--- src/inc/bts_pkg.sv ---
`default_nettype none
package bts_pkg;

  // ----------------------------------------
  // Instruction bytes and opcode fields
  // ----------------------------------------
  localparam logic [7:0] PFX_BIT = 8'hcb;
  localparam logic [7:0] PFX_IDX_X = 8'hdd;
  localparam logic [7:0] PFX_IDX_Y = 8'hfd;
  localparam logic [1:0] GRP_TEST = 2'b01;
  localparam logic [1:0] GRP_SET = 2'b11;
  localparam logic [2:0] CODE_MEM = 3'b110;
  localparam logic [2:0] CODE_HIGH = 3'b100;
  localparam logic [2:0] CODE_LOW = 3'b101;

  // ----------------------------------------
  // Flag byte layout and reset values
  // ----------------------------------------
  localparam int F_SIGN = 7;
  localparam int F_ZERO = 6;
  localparam int F_HALF = 4;
  localparam int F_PAR = 2;
  localparam int F_SUB = 1;
  localparam int F_CARRY = 0;
  localparam logic [7:0] FLAGS_RST = 8'h00;
  localparam logic [7:0] REG_RST = 8'h00;
  localparam logic [15:0] PC_RST = 16'h0000;

  // ----------------------------------------
  // Timing: one clock stands for one T-state
  // ----------------------------------------
  localparam int TS_CLKS = 1;
  localparam logic [2:0] LEN1 = 3'(1 * TS_CLKS);
  localparam logic [2:0] LEN3 = 3'(3 * TS_CLKS);
  localparam logic [2:0] LEN4 = 3'(4 * TS_CLKS);
  localparam logic [2:0] LEN5 = 3'(5 * TS_CLKS);
  localparam logic [4:0] TOT_REG = 5'(8 * TS_CLKS);
  localparam logic [4:0] TOT_IDX_TEST = 5'(20 * TS_CLKS);
  localparam logic [4:0] TOT_IDX_SET = 5'(23 * TS_CLKS);

  // ----------------------------------------
  // Machine cycle sequencer states
  // ----------------------------------------
  typedef enum logic [2:0] {
    S_IDLE = 3'b100,
    S_FETCH = 3'b000,
    S_PFX = 3'b001,
    S_DISP = 3'b011,
    S_OP = 3'b010,
    S_RD = 3'b110,
    S_WR = 3'b111
  } bts_state_e;

endpackage
`default_nettype wire

--- src/logic/bts_bitop.sv ---
`timescale 1ns/1ps
`default_nettype none
module bts_bitop (
  // Operand and opcode
  input wire logic [7:0] i_data,
  input wire logic [2:0] i_bit,
  input wire logic [7:0] i_flags,
  // Results
  output logic [7:0] o_result,
  output logic [7:0] o_test_flags
);

  // ----------------------------------------
  // Bit select, set and flag image
  // ----------------------------------------
  wire logic [7:0] mask = 8'h01 << i_bit;
  wire logic picked = i_data[i_bit];

  // Sign and parity are left as they were, one legal form of undefined.
  always_comb begin
    o_result = i_data | mask;
    o_test_flags = i_flags;
    o_test_flags[bts_pkg::F_ZERO] = ~picked;
    o_test_flags[bts_pkg::F_HALF] = 1'b1;
    o_test_flags[bts_pkg::F_SUB] = 1'b0;
  end

endmodule
`default_nettype wire

--- src/logic/bts_ea.sv ---
`timescale 1ns/1ps
`default_nettype none
module bts_ea (
  // Base and displacement
  input wire logic [15:0] i_base,
  input wire logic [7:0] i_disp,
  input wire logic i_use_disp,
  // Effective address
  output logic [15:0] o_ea
);

  // ----------------------------------------
  // Signed offset, wraps modulo 64K
  // ----------------------------------------
  wire logic [15:0] sext = {{8{i_disp[7]}}, i_disp};
  wire logic [15:0] offs = i_use_disp ? sext : 16'h0000;

  assign o_ea = 16'(i_base + offs);

endmodule
`default_nettype wire

--- src/logic/bts_unit.sv ---
// Operation
// - CB then 01 b r tests register bit
// - Codes 0-5 registers, 7 accumulator, 6 memory
// - Bit field 000 is bit 0, 111 bit 7
// - Test: Z=not bit, H set, N clear, C kept
// - CB 01 b 110 tests byte at pointer_pair
// - DD CB d 01 b 110 tests index_x+d
// - FD CB d 01 b 110 tests index_y+d
// - Indexed test takes 4,4,3,5,4 states
// - CB 11 b r sets register bit, flags kept
// - Pointer_pair set reads then writes byte back
// - Index_x set reads, rewrites, flags untouched
// - FD CB d 11 b 110 sets index_y+d
// - Indexed set takes 4,4,3,5,4,3 states
`timescale 1ns/1ps
`default_nettype none
module bts_unit (
  // Clock and reset
  input wire logic i_mclk,
  input wire logic i_nrst,
  // Memory bus
  output logic [15:0] o_addr,
  output logic o_mem_rd,
  output logic o_mem_wr,
  output logic [7:0] o_wdata,
  input wire logic [7:0] i_mem_rdata,
  // Index registers of the core
  input wire logic [15:0] i_index_x,
  input wire logic [15:0] i_index_y,
  // Status
  output logic [7:0] o_flags,
  output logic [15:0] o_pc,
  output logic o_done,
  output logic o_illegal,
  // Register view
  input wire logic [2:0] i_view_sel,
  output logic [7:0] o_view_data
);

  // ----------------------------------------
  // State
  // ----------------------------------------
  bts_pkg::bts_state_e state;
  bts_pkg::bts_state_e next_state;
  logic [2:0] tcnt;
  logic [7:0] regs [8];
  logic ix, sel_y;
  logic [7:0] disp, op_q;
  logic [15:0] ea_q;
  logic rd_q;
  logic [7:0] rdata_q;
  logic fin, ill, reg_we, flag_we;

  // ----------------------------------------
  // Decode
  // ----------------------------------------
  wire logic [2:0] st_len =
    (state == bts_pkg::S_DISP || state == bts_pkg::S_WR) ?
      bts_pkg::LEN3 :
    (state == bts_pkg::S_OP && ix) ? bts_pkg::LEN5 :
    (state == bts_pkg::S_IDLE) ? bts_pkg::LEN1 :
    bts_pkg::LEN4;
  wire logic last = (tcnt == 3'(st_len - 3'd1));
  wire logic is_cb = (rdata_q == bts_pkg::PFX_BIT);
  wire logic is_dd = (rdata_q == bts_pkg::PFX_IDX_X);
  wire logic is_fd = (rdata_q == bts_pkg::PFX_IDX_Y);
  wire logic [7:0] bsel = (state == bts_pkg::S_OP) ? rdata_q : op_q;
  wire logic [2:0] rf = bsel[2:0];
  wire logic is_test = (bsel[7:6] == bts_pkg::GRP_TEST);
  wire logic is_set = (bsel[7:6] == bts_pkg::GRP_SET);
  wire logic is_mem = (rf == bts_pkg::CODE_MEM);
  // Indexed prefixes only reach memory; a register code there is refused.
  wire logic op_ok = (is_test || is_set) && (!ix || is_mem);
  wire logic [15:0] ptr =
    {regs[bts_pkg::CODE_HIGH], regs[bts_pkg::CODE_LOW]};
  wire logic [15:0] base =
    !ix ? ptr : (sel_y ? i_index_y : i_index_x);
  wire logic [7:0] opnd =
    (state == bts_pkg::S_RD) ? rdata_q : regs[rf];
  wire logic [7:0] bit_res, test_flags;
  wire logic [15:0] ea;
  wire logic code_next = (next_state == bts_pkg::S_FETCH) ||
    (next_state == bts_pkg::S_PFX) || (next_state == bts_pkg::S_DISP) ||
    (next_state == bts_pkg::S_OP);
  wire logic [15:0] next_addr = code_next ? o_pc :
    ((state == bts_pkg::S_OP) ? ea : ea_q);

  bts_bitop bts_bitop_i (
    .i_data(opnd),
    .i_bit(bsel[5:3]),
    .i_flags(o_flags),
    .o_result(bit_res),
    .o_test_flags(test_flags)
  );

  bts_ea bts_ea_i (
    .i_base(base),
    .i_disp(disp),
    .i_use_disp(ix),
    .o_ea(ea)
  );

  // ----------------------------------------
  // Machine cycle sequencer
  // ----------------------------------------
  always_comb begin
    next_state = state;
    fin = 1'b0;
    ill = 1'b0;
    reg_we = 1'b0;
    flag_we = 1'b0;
    if (last) begin
      case (state)
        bts_pkg::S_IDLE: next_state = bts_pkg::S_FETCH;
        bts_pkg::S_FETCH: begin
          if (is_cb) begin
            next_state = bts_pkg::S_OP;
          end else if (is_dd || is_fd) begin
            next_state = bts_pkg::S_PFX;
          end else begin
            fin = 1'b1;
            ill = 1'b1;
          end
        end
        bts_pkg::S_PFX: begin
          if (is_cb) begin
            next_state = bts_pkg::S_DISP;
          end else begin
            fin = 1'b1;
            ill = 1'b1;
          end
        end
        bts_pkg::S_DISP: next_state = bts_pkg::S_OP;
        bts_pkg::S_OP: begin
          if (!op_ok) begin
            fin = 1'b1;
            ill = 1'b1;
          end else if (!is_mem) begin
            fin = 1'b1;
            reg_we = is_set;
            flag_we = is_test;
          end else begin
            next_state = bts_pkg::S_RD;
          end
        end
        bts_pkg::S_RD: begin
          if (is_test) begin
            fin = 1'b1;
            flag_we = 1'b1;
          end else begin
            next_state = bts_pkg::S_WR;
          end
        end
        bts_pkg::S_WR: fin = 1'b1;
        default: next_state = bts_pkg::S_IDLE;
      endcase
      if (fin) begin
        next_state = bts_pkg::S_FETCH;
      end
    end
  end

  always_ff @(posedge i_mclk or negedge i_nrst) begin
    if (!i_nrst) begin
      state <= bts_pkg::S_IDLE;
      tcnt <= 3'd0;
    end else begin
      state <= next_state;
      tcnt <= last ? 3'd0 : 3'(tcnt + 3'd1);
    end
  end

  always_ff @(posedge i_mclk or negedge i_nrst) begin
    if (!i_nrst) begin
      ix <= 1'b0;
      sel_y <= 1'b0;
      disp <= 8'h00;
      op_q <= 8'h00;
      ea_q <= 16'h0000;
    end else if (last) begin
      if (state == bts_pkg::S_FETCH) begin
        ix <= is_dd || is_fd;
        sel_y <= is_fd;
      end
      if (state == bts_pkg::S_DISP)
        disp <= rdata_q;
      if (state == bts_pkg::S_OP) begin
        op_q <= rdata_q;
        ea_q <= ea;
      end
    end
  end

  // Read data is sampled one clock after the strobe, so every read
  // cycle needs at least three states before it is decided.
  always_ff @(posedge i_mclk or negedge i_nrst) begin
    if (!i_nrst) begin
      rd_q <= 1'b0;
      rdata_q <= 8'h00;
    end else begin
      rd_q <= o_mem_rd;
      if (rd_q)
        rdata_q <= i_mem_rdata;
    end
  end

  // ----------------------------------------
  // Bus strobes and program counter
  // ----------------------------------------
  always_ff @(posedge i_mclk or negedge i_nrst) begin
    if (!i_nrst) begin
      o_addr <= bts_pkg::PC_RST;
      o_mem_rd <= 1'b0;
      o_mem_wr <= 1'b0;
      o_wdata <= 8'h00;
      o_pc <= bts_pkg::PC_RST;
    end else begin
      o_mem_rd <= last && (next_state != bts_pkg::S_WR);
      o_mem_wr <= last && (next_state == bts_pkg::S_WR);
      if (last) begin
        o_addr <= next_addr;
      end
      if (last && code_next) begin
        o_pc <= 16'(o_pc + 16'd1);
      end
      if (last && state == bts_pkg::S_RD) begin
        o_wdata <= bit_res;
      end
    end
  end

  // ----------------------------------------
  // Flags, status and register file
  // ----------------------------------------
  always_ff @(posedge i_mclk or negedge i_nrst) begin
    if (!i_nrst) begin
      o_flags <= bts_pkg::FLAGS_RST;
      o_done <= 1'b0;
      o_illegal <= 1'b0;
      o_view_data <= bts_pkg::REG_RST;
    end else begin
      if (flag_we)
        o_flags <= test_flags;
      o_done <= fin;
      o_illegal <= ill;
      o_view_data <= (i_view_sel == bts_pkg::CODE_MEM) ?
        o_flags : regs[i_view_sel];
    end
  end

  for (genvar g = 0; g < 8; g++) begin : g_reg
    always_ff @(posedge i_mclk or negedge i_nrst) begin
      if (!i_nrst) begin
        regs[g] <= bts_pkg::REG_RST;
      end else if (reg_we && rf == 3'(g)) begin
        regs[g] <= bit_res;
      end
    end
  end

  // ----------------------------------------
  // Checks
  // ----------------------------------------
  logic [4:0] cyc;
  logic [7:0] op_sh, rd_sh;

  always_ff @(posedge i_mclk or negedge i_nrst) begin
    if (!i_nrst) begin
      cyc <= 5'd1;
      op_sh <= 8'h00;
      rd_sh <= 8'h00;
    end else begin
      cyc <= (fin || state == bts_pkg::S_IDLE) ? 5'd1 : 5'(cyc + 5'd1);
      op_sh <= opnd;
      if (state == bts_pkg::S_RD) begin
        rd_sh <= rdata_q;
      end
    end
  end

  property p_reg_len;
    @(posedge i_mclk) disable iff (!i_nrst)
    fin && !ill && state == bts_pkg::S_OP |-> cyc == bts_pkg::TOT_REG;
  endproperty
  a_reg_len: assert property (p_reg_len)
    else $error("register form length wrong");
  property p_idx_test_len;
    @(posedge i_mclk) disable iff (!i_nrst)
    fin && ix && state == bts_pkg::S_RD |-> cyc == bts_pkg::TOT_IDX_TEST;
  endproperty
  a_idx_test_len: assert property (p_idx_test_len)
    else $error("indexed test length wrong");
  property p_idx_set_len;
    @(posedge i_mclk) disable iff (!i_nrst)
    fin && ix && state == bts_pkg::S_WR |-> cyc == bts_pkg::TOT_IDX_SET;
  endproperty
  a_idx_set_len: assert property (p_idx_set_len)
    else $error("indexed set length wrong");
  property p_test_flags;
    @(posedge i_mclk) disable iff (!i_nrst)
    flag_we |=> o_flags[bts_pkg::F_HALF] && !o_flags[bts_pkg::F_SUB] &&
      o_flags[bts_pkg::F_CARRY] == $past(o_flags[bts_pkg::F_CARRY]) &&
      o_flags[bts_pkg::F_ZERO] == !op_sh[op_q[5:3]];
  endproperty
  a_test_flags: assert property (p_test_flags)
    else $error("bit test flags wrong");
  property p_set_flags;
    @(posedge i_mclk) disable iff (!i_nrst)
    fin && is_set |=> $stable(o_flags);
  endproperty
  a_set_flags: assert property (p_set_flags)
    else $error("bit set changed flags");
  property p_set_write;
    @(posedge i_mclk) disable iff (!i_nrst)
    o_mem_wr |-> o_wdata == (rd_sh | (8'h01 << op_q[5:3])) &&
      o_addr == ea_q;
  endproperty
  a_set_write: assert property (p_set_write)
    else $error("write back data wrong");
  property p_idx_addr;
    @(posedge i_mclk) disable iff (!i_nrst)
    o_mem_rd && state == bts_pkg::S_RD && ix |-> o_addr ==
      16'((sel_y ? i_index_y : i_index_x) + {{8{disp[7]}}, disp});
  endproperty
  a_idx_addr: assert property (p_idx_addr)
    else $error("indexed address wrong");
  property p_wr_after_rd;
    @(posedge i_mclk) disable iff (!i_nrst)
    o_mem_wr |-> !o_mem_rd ##1 !o_mem_wr [*2] ##1 o_mem_rd;
  endproperty
  a_wr_after_rd: assert property (p_wr_after_rd)
    else $error("write cycle length wrong");

endmodule
`default_nettype wire

--- config.mk ---
export PLATFORM = sky130hd
export DESIGN_NAME = bts_unit
export DESIGN_NICKNAME = d
export VERILOG_FILES = /design/src/inc/bts_pkg.sv /design/src/logic/bts_bitop.sv /design/src/logic/bts_ea.sv /design/src/logic/bts_unit.sv
export SDC_FILE = /design/constraint.sdc
export NUM_CORES = 1
export LEC_CHECK = 0
export ABC_CLOCK_PERIOD_IN_PS = 4500
export BUFFER_PORTS_ARGS = -buffer_cell sky130_fd_sc_hd__buf_2
export CAP_MARGIN = 0
export CELL_PAD_IN_SITES_DETAIL_PLACEMENT = 2
export CELL_PAD_IN_SITES_GLOBAL_PLACEMENT = 2
export CORE_AREA = 2 2 162 164
export CTS_CLUSTER_DIAMETER = 40
export CTS_CLUSTER_SIZE = 14
export DETAILED_ROUTE_END_ITERATION = 8
export DIE_AREA = 0 0 164 166
export PLACE_DENSITY_LB_ADDON = 0.1
export SYNTH_ARGS = -nofsm -noshare
export SYNTH_HDL_FRONTEND = slang
export SYNTH_SLANG_ARGS = --single-unit
--- constraint.sdc ---
create_clock -name i_mclk -period 4.5 [get_ports i_mclk]
set_clock_uncertainty 0.05 [all_clocks]
set_input_delay 0.675 -clock i_mclk [delete_from_list [all_inputs] [get_ports i_mclk]]
set_output_delay 0.675 -clock i_mclk [all_outputs]
set_load 0.005 [all_outputs]
* Yosys cells after proc, flatten, opt, wreduce, memory -nomap -nowiden
Index checks and enable logic that the tools add are counted.
Widths: inputs -> output; s select.
** Storage, ports and cells
- Bits in registers :: 167
- Bits in latches :: 0
- Bits in writable memories :: 0
- Memory bits (read-only) :: 0
- Input bits :: 45
- Output and inout bits :: 60
- Logic and storage cells :: 139
- Memories kept :: 0
** Operators by class
- Add/subtract/negate cells :: 4
- Multipliers :: 0
- Div/mod/pow operators :: 0
- Order comparisons :: 3
- Eq/ne operators :: 25
- Shifts and indexed selects :: 1
- Muxes and demuxes :: 49
- Bitwise logic cells :: 4
- Reductions and logical operators :: 27
** Operators with widths (number)
- $mux 16 :: 5
- $mux 8 :: 7
- $bmux 8 s3 :: 2
- $mux 3 :: 12
- $eq 3x3->1 const B :: 9
- $eq 8x8->1 const B :: 3
- $pmux 3 s7 :: 1
- $eq 3x2->1 const B :: 6
- $mux 1 :: 18
- $add 16x1->16 const B :: 1
- $add 16x16->16 :: 1
- $logic_and 1x1->1 :: 14
- $eq 3x1->1 const B :: 3
- $logic_not 3->1 :: 3
- $ge 4x4->1 const B :: 2
- $not 3->4 :: 2
- $or 8x8->8 :: 1
- $shl 1x3->8 const A :: 1
- $logic_or 1x1->1 :: 7
- $pmux 1 s5 :: 1
- $lt 3x4->1 const B :: 1
- $reduce_and 2->1 :: 2
- $add 3x1->3 const B :: 1
- $bmux 1 s3 :: 1
- other kinds (9) :: 9

* Longest topological paths before layout
- Depth in word-level cells :: 15
- Mapped depth :: 14
- Gate-level depth less buffers :: 12

* Cells and area by module
Synthesis repeated with hierarchy kept, for this count alone.
** Unflattened totals
- Cell total of the unflattened synthesis :: 855
- Area total of the unflattened synthesis :: 9566.7 um^2
** Modules (own cells, without submodules)
- bts_unit :: times used 1, cells an instance 733, area an instance 8703.3 um^2, seq. area each 4330.4 um^2
- bts_ea :: times used 1, cells an instance 90, area an instance 638.1 um^2, seq. area each 0.0 um^2
- bts_bitop :: times used 1, cells an instance 32, area an instance 225.2 um^2, seq. area each 0.0 um^2

* Least setup slack after synthesis
OpenSTA, ideal clock, no wires.
- Kind :: register to register
- Start point :: register sel_y
- End point :: register ea_q[14]
- Setup time :: 0.069 ns
- Arrival :: 3.049 ns
- Data required time :: 4.381 ns
- Slack :: 1.331 ns
- Stages on the path, launching flop included :: 14
- Path buffers :: 1
- Period minus slack after synthesis :: 3.169 ns
- Path through :: dfrtp_1 > clkbuf_1 > mux2i_1 > a21oi_1 > ha_1 > inv_1 > fa_1 > nor2b_1 > o21ai_0 > a21boi_0 > o2111ai_1 > and3_1 > or4_1 > nand3_1
** On the way
- Cells in the longest elaborated chain, start to end :: 4
** RTL lines
- from (decl) :: RTL line bts_unit.sv:47 : logic ix, sel_y;
- from (signal assigned) :: RTL line bts_unit.sv:183 : sel_y <= is_fd;
- $mux 16 (2 in a row) :: RTL line bts_unit.sv:77 : !ix ? ptr : (sel_y ? i_index_y : i_index_x);
- $add 16x16->16 :: RTL line bts_ea.sv:18 : assign o_ea = 16'(i_base + offs);
- $mux 16
- to (signal assigned) :: RTL line bts_unit.sv:179 : ea_q <= 16'h0000;
- to (signal assigned) :: RTL line bts_unit.sv:189 : ea_q <= ea;
- to (decl) :: RTL line bts_unit.sv:49 : logic [15:0] ea_q;
Every way passes these cells.
A chain may end at the register's enable or synchronous reset.

* Worst setup path in the final report
- Start point :: register state[2]
- End point :: register regs[53] (netlist name)
** On the way
- Cells in the longest elaborated chain, start to end :: 9
- Elaborated cells on any way between the ends :: 32
- Classes of those cells :: 1 x add/sub; 10 x eq/ne; 1 x shift; 12 x mux; 2 x bitwise; 6 x reduce/logical
** RTL lines
- from (decl) :: RTL line bts_unit.sv:43 : bts_pkg::bts_state_e state;
- from (signal assigned) :: RTL line bts_unit.sv:165 : state <= bts_pkg::S_IDLE;
- from (signal assigned) :: RTL line bts_unit.sv:168 : state <= next_state;
- parallel branches: the longest is 9 deep, another holds $sub 3x1->3
- to (signal, indexed assignment) :: RTL line bts_unit.sv:254 : regs[g] <= bts_pkg::REG_RST;
- to (signal, indexed assignment) :: RTL line bts_unit.sv:256 : regs[g] <= bit_res;
- to (decl) :: RTL line bts_unit.sv:46 : logic [7:0] regs [8];
Several ways; the timed one is not identified. The select of a mux whose other input is x is not followed.

==> out/qor.txt <==
OUTCOME
-------------------------------------------------------------------------------------------------
Result of the run .................................................................. finished, final reports clean

CELLS AND AREA
-------------------------------------------------------------------------------------------------
Net count, final ...................................................................        1,098
Share of final-layout standard cells stronger than drive strength 1 ................       0.2615
Signed area change from the synthesized netlist to the final layout ................       15.15%
Share of the core filled with cells in the final layout ............................       0.4307
Most frequent cells in the layout .................................................. dfrtp_1 (166), nand2_1 (108), buf_2 (97), mux2_2 (86), nor2_1 (65)
Leading cell type in the layout, fill and taps excluded ............................      dfrtp_1
Number of diodes ...................................................................            0

SYNTH
-------------------------------------------------------------------------------------------------
Prevailing post-synth register cell ................................................      dfrtp_1
YS warnings ........................................................................            0
Number of distinct library cell variants in the gate-level netlist after synthesis .           73
Post-Synthesis Cells ...............................................................          952
Average size of a mapped cell ......................................................    10.06 um2
Number of synthesized flops with an enable pin .....................................            0
Share of synthesized flip-flops with an asynchronous set or reset ..................        1.000
Seq/Total Area, Yosys ..............................................................       0.4363
Cell area after synthesis .......................................................... 0.009580 mm2
Post-synthesis register bit count ..................................................          167

TIMING
-------------------------------------------------------------------------------------------------
Slew at the pin closest to its max-slew limit ......................................     1.138 ns
Fin. Hold Viols ....................................................................            0
Final Slew Violations ..............................................................            0
Minimum setup slack in the final design ............................................    0.8097 ns
Number of endpoints failing setup at the final stage ...............................            0
Share of the cycle needed by the critical path after routing .......................       0.8201
Worst rel slew slack ...............................................................       0.2330
Highest attainable clock frequency .................................................    271.0 MHz
Setup_tns ..........................................................................         0 ns
Unrepaired setup endpoints after global routing ....................................        false
Minimum period implied by the final worst setup slack ..............................     3.690 ns

GRT
-------------------------------------------------------------------------------------------------
Global-route wire length before repair .............................................    51,780 um
Gr usage total .....................................................................       0.2481
Total congestion overflow after global routing .....................................            0
Largest net degree at the start of global routing ..................................           95
Via count of the first global-routing pass .........................................        8,607
Antenna violations before repair ...................................................            0

DRT
-------------------------------------------------------------------------------------------------
Post-DR vias/cell ..................................................................        5.644
Routed vias ........................................................................        7,805
1st-iter DRT viols .................................................................          433
Residual antenna-violating net count after detailed routing ........................            0
DRC violations left ................................................................            0
Sum of routed wire length over all layers ..........................................    32,230 um
Detailed Routing Iterations Pass 1 .................................................            4
WL/cell ............................................................................     23.31 um

HOLD PATH
-------------------------------------------------------------------------------------------------
Hold Path Class .................................................................... primary input to async pin

FLOORPLANNING
-------------------------------------------------------------------------------------------------
Boundary pin count .................................................................          105
Vertical die dimension .............................................................       166 um
Core Area ..........................................................................  0.02562 mm2
Full die area ......................................................................  0.02722 mm2
Chip Width .........................................................................       164 um
Placement Rows .....................................................................           59
Initial core utilization ...........................................................       0.3740

WORST SETUP PATH
-------------------------------------------------------------------------------------------------
CP max-delay cell ..................................................................      dfstp_2
Endpoint required time on the critical path ........................................      4.83 ns
Kind of start point of the critical path ...........................................     register
Worst-path fanout max ..............................................................           19
Worst setup path category .......................................................... register to register
Element type at the critical path end ..............................................     register
Cells traversed along the worst timing path ........................................ or3b_1 -> buf_4 -> mux2i_1 -> a22oi_1 -> a31oi_1 -> nand2_1 -> o21ai_0 -> mux2_2
Critical path's top delay family ................................................... compound AO/OA/AOI/OAI gates
Stage delay of the slowest cell on the critical path ...............................      0.76 ns
Critical path arrival ..............................................................      4.02 ns
Number of buffer and inverter instances along the worst setup path .................            1

PLACEMENT
-------------------------------------------------------------------------------------------------
Pre-CTS setup slack ................................................................    0.8773 ns
Port Buffer Count ..................................................................           98
RD Place Congestion ................................................................       0.8157
Total half-perimeter wirelength after legalization and detailed placement ..........    23,030 um

CLOCK NETWORK
-------------------------------------------------------------------------------------------------
CTS H-tree lvls ....................................................................            4
Buffer type at the clock tree root .................................................    clkbuf_16
Worst skew pair latency ............................................................      0.45 ns
Clock Sink Count ...................................................................          167
Cells resized by post-CTS repair ...................................................            0
Clock-pin slew on the worst setup and hold paths ...................................      0.07 ns
Number of hold buffers added after CTS .............................................            0
Number of buffers on the longest clock path ........................................            2
Post-CTS Setup Repair Bufs .........................................................            0
Clock tree from TritonCTS ..........................................................        built
Number of clock buffers inserted by TritonCTS ......................................           17

PWR
-------------------------------------------------------------------------------------------------
Portion of total power attributed to the clock network .............................        0.488
Share of total power in combinational logic ........................................        0.031
Switching share of total power .....................................................       0.2435
Worst IR Drop VDD ..................................................................  0.0002006 V
Internal portion of total power ....................................................   0.002379 W
Net switching power ................................................................  0.0007657 W
Share of total power in sequential cells ...........................................        0.482
Power Density ...................................................................... 285.1 mW/mm2
Leak Pwr ...........................................................................     5.019 nW

FLOW RUN
-------------------------------------------------------------------------------------------------
Number of max-cap violations .......................................................            0

[power groups by stage]
stage               sequential (W)  combinational, W  clock (W)
floorplan                  0.00154         0.0000390          0
global placement           0.00154         0.0000980          0
detailed placement         0.00154          0.000100          0
CTS                        0.00151          0.000101    0.00156
global route               0.00152          0.000109    0.00161
finish                     0.00151         0.0000966    0.00153
[synthesized netlist by cell type, drive strengths merged (12+ instances only)]
master / n / area, um2
buf: 22 / 127.6
nor2: 65 / 244.0
nand2: 108 / 405.4
mux2i: 41 / 422.9
mux2: 86 / 968.4
xnor2: 13 / 113.9
o21ai: 67 / 339.1
dfrtp: 166 / 4154
inv: 22 / 82.58
nor3: 20 / 105.1
clkbuf: 43 / 162.7
nand3: 18 / 90.09
a22oi: 12 / 90.09
a21oi: 56 / 280.3
nand2b: 23 / 143.9
ha: 17 / 212.7
[metal layers]
metal	track usage	up-vias	share of wire	routed length, um
li1	-	3585	-	-
met1	0.3232	4050	0.44	14150
met5	0	-	0	0
met3	0.04221	39	0.032	1045
met2	0.4200	131	0.50	16260
met4	0.07666	0	0.024	774
[layout make-up]
| class | instances | area (um2) |
|---|---|---|
| sequential | 167 | 4180 |
| timing repair buffer | 124 | 704.4 |
| fill | 2758 | 14580 |
| inverter | 22 | 82.58 |
| tap | 335 | 419.2 |
| clock buffer | 20 | 446.7 |
| multi-input combinational | 703 | 5057 |
| clock inverter | 12 | 141.4 |
[flip-flops by register name, summed over array words and instances (netlist names), 2 cells and up]
register     flops
o_view_data      8
regs            48
disp             8
o_pc            16
o_flags          2
rdata_q          8
state            3
op_q             8
o_wdata          8
ea_q            16
o_addr          16
tcnt             3
ptr             16
[kinds of logic (layout without fill, tap and decap cells)]
logic type      after synthesis  after routing  share of synthesized area
fa+ha+maj                    18             18                    0.02429
compound gates              228            228                     0.1512
flops                       167            167                     0.4363
other cells                   1              6                  0.0003914
xor+xnor                     21             21                    0.01920
buf+inv                      87            178                    0.03892
mux                         137            137                     0.1687
simple gates                293            293                     0.1609
[per-stage QoR]
| step | power, W | std cells | cell area, um2 | hold slack (ns) |
|---|---|---|---|---|
| finish | 0.003145 | 1383 | 11030 | 0.2820 |
| global route | 0.003238 | 1383 | 11030 | 0.3428 |
| CTS | 0.003175 | 1383 | 11030 | 0.3067 |
| detailed placement | 0.001644 | 1351 | 10440 | 0.3183 |
| global placement | 0.001642 | 1351 | 10440 | 0.3137 |
| floorplan | 0.001576 | 957 | 9599 | 0.3257 |
[path summary, 6_finish.rpt]
kind	endpoint	cells after the start	from	slack, ns
worst max-delay path	regs[53]	8	state[2]	0.81
worst min-delay path	o_wdata[5]	1	i_nrst	0.28
worst max register to register	regs[53]	8	state[2]	0.81
worst min register to register	regs[10]	0	regs[10]	0.33
max in group asynchronous	ea_q[6]	2	i_nrst	3.18
min in group i_mclk	regs[10]	0	regs[10]	0.33
No activity file was read; power rests on OpenSTA's default activity.
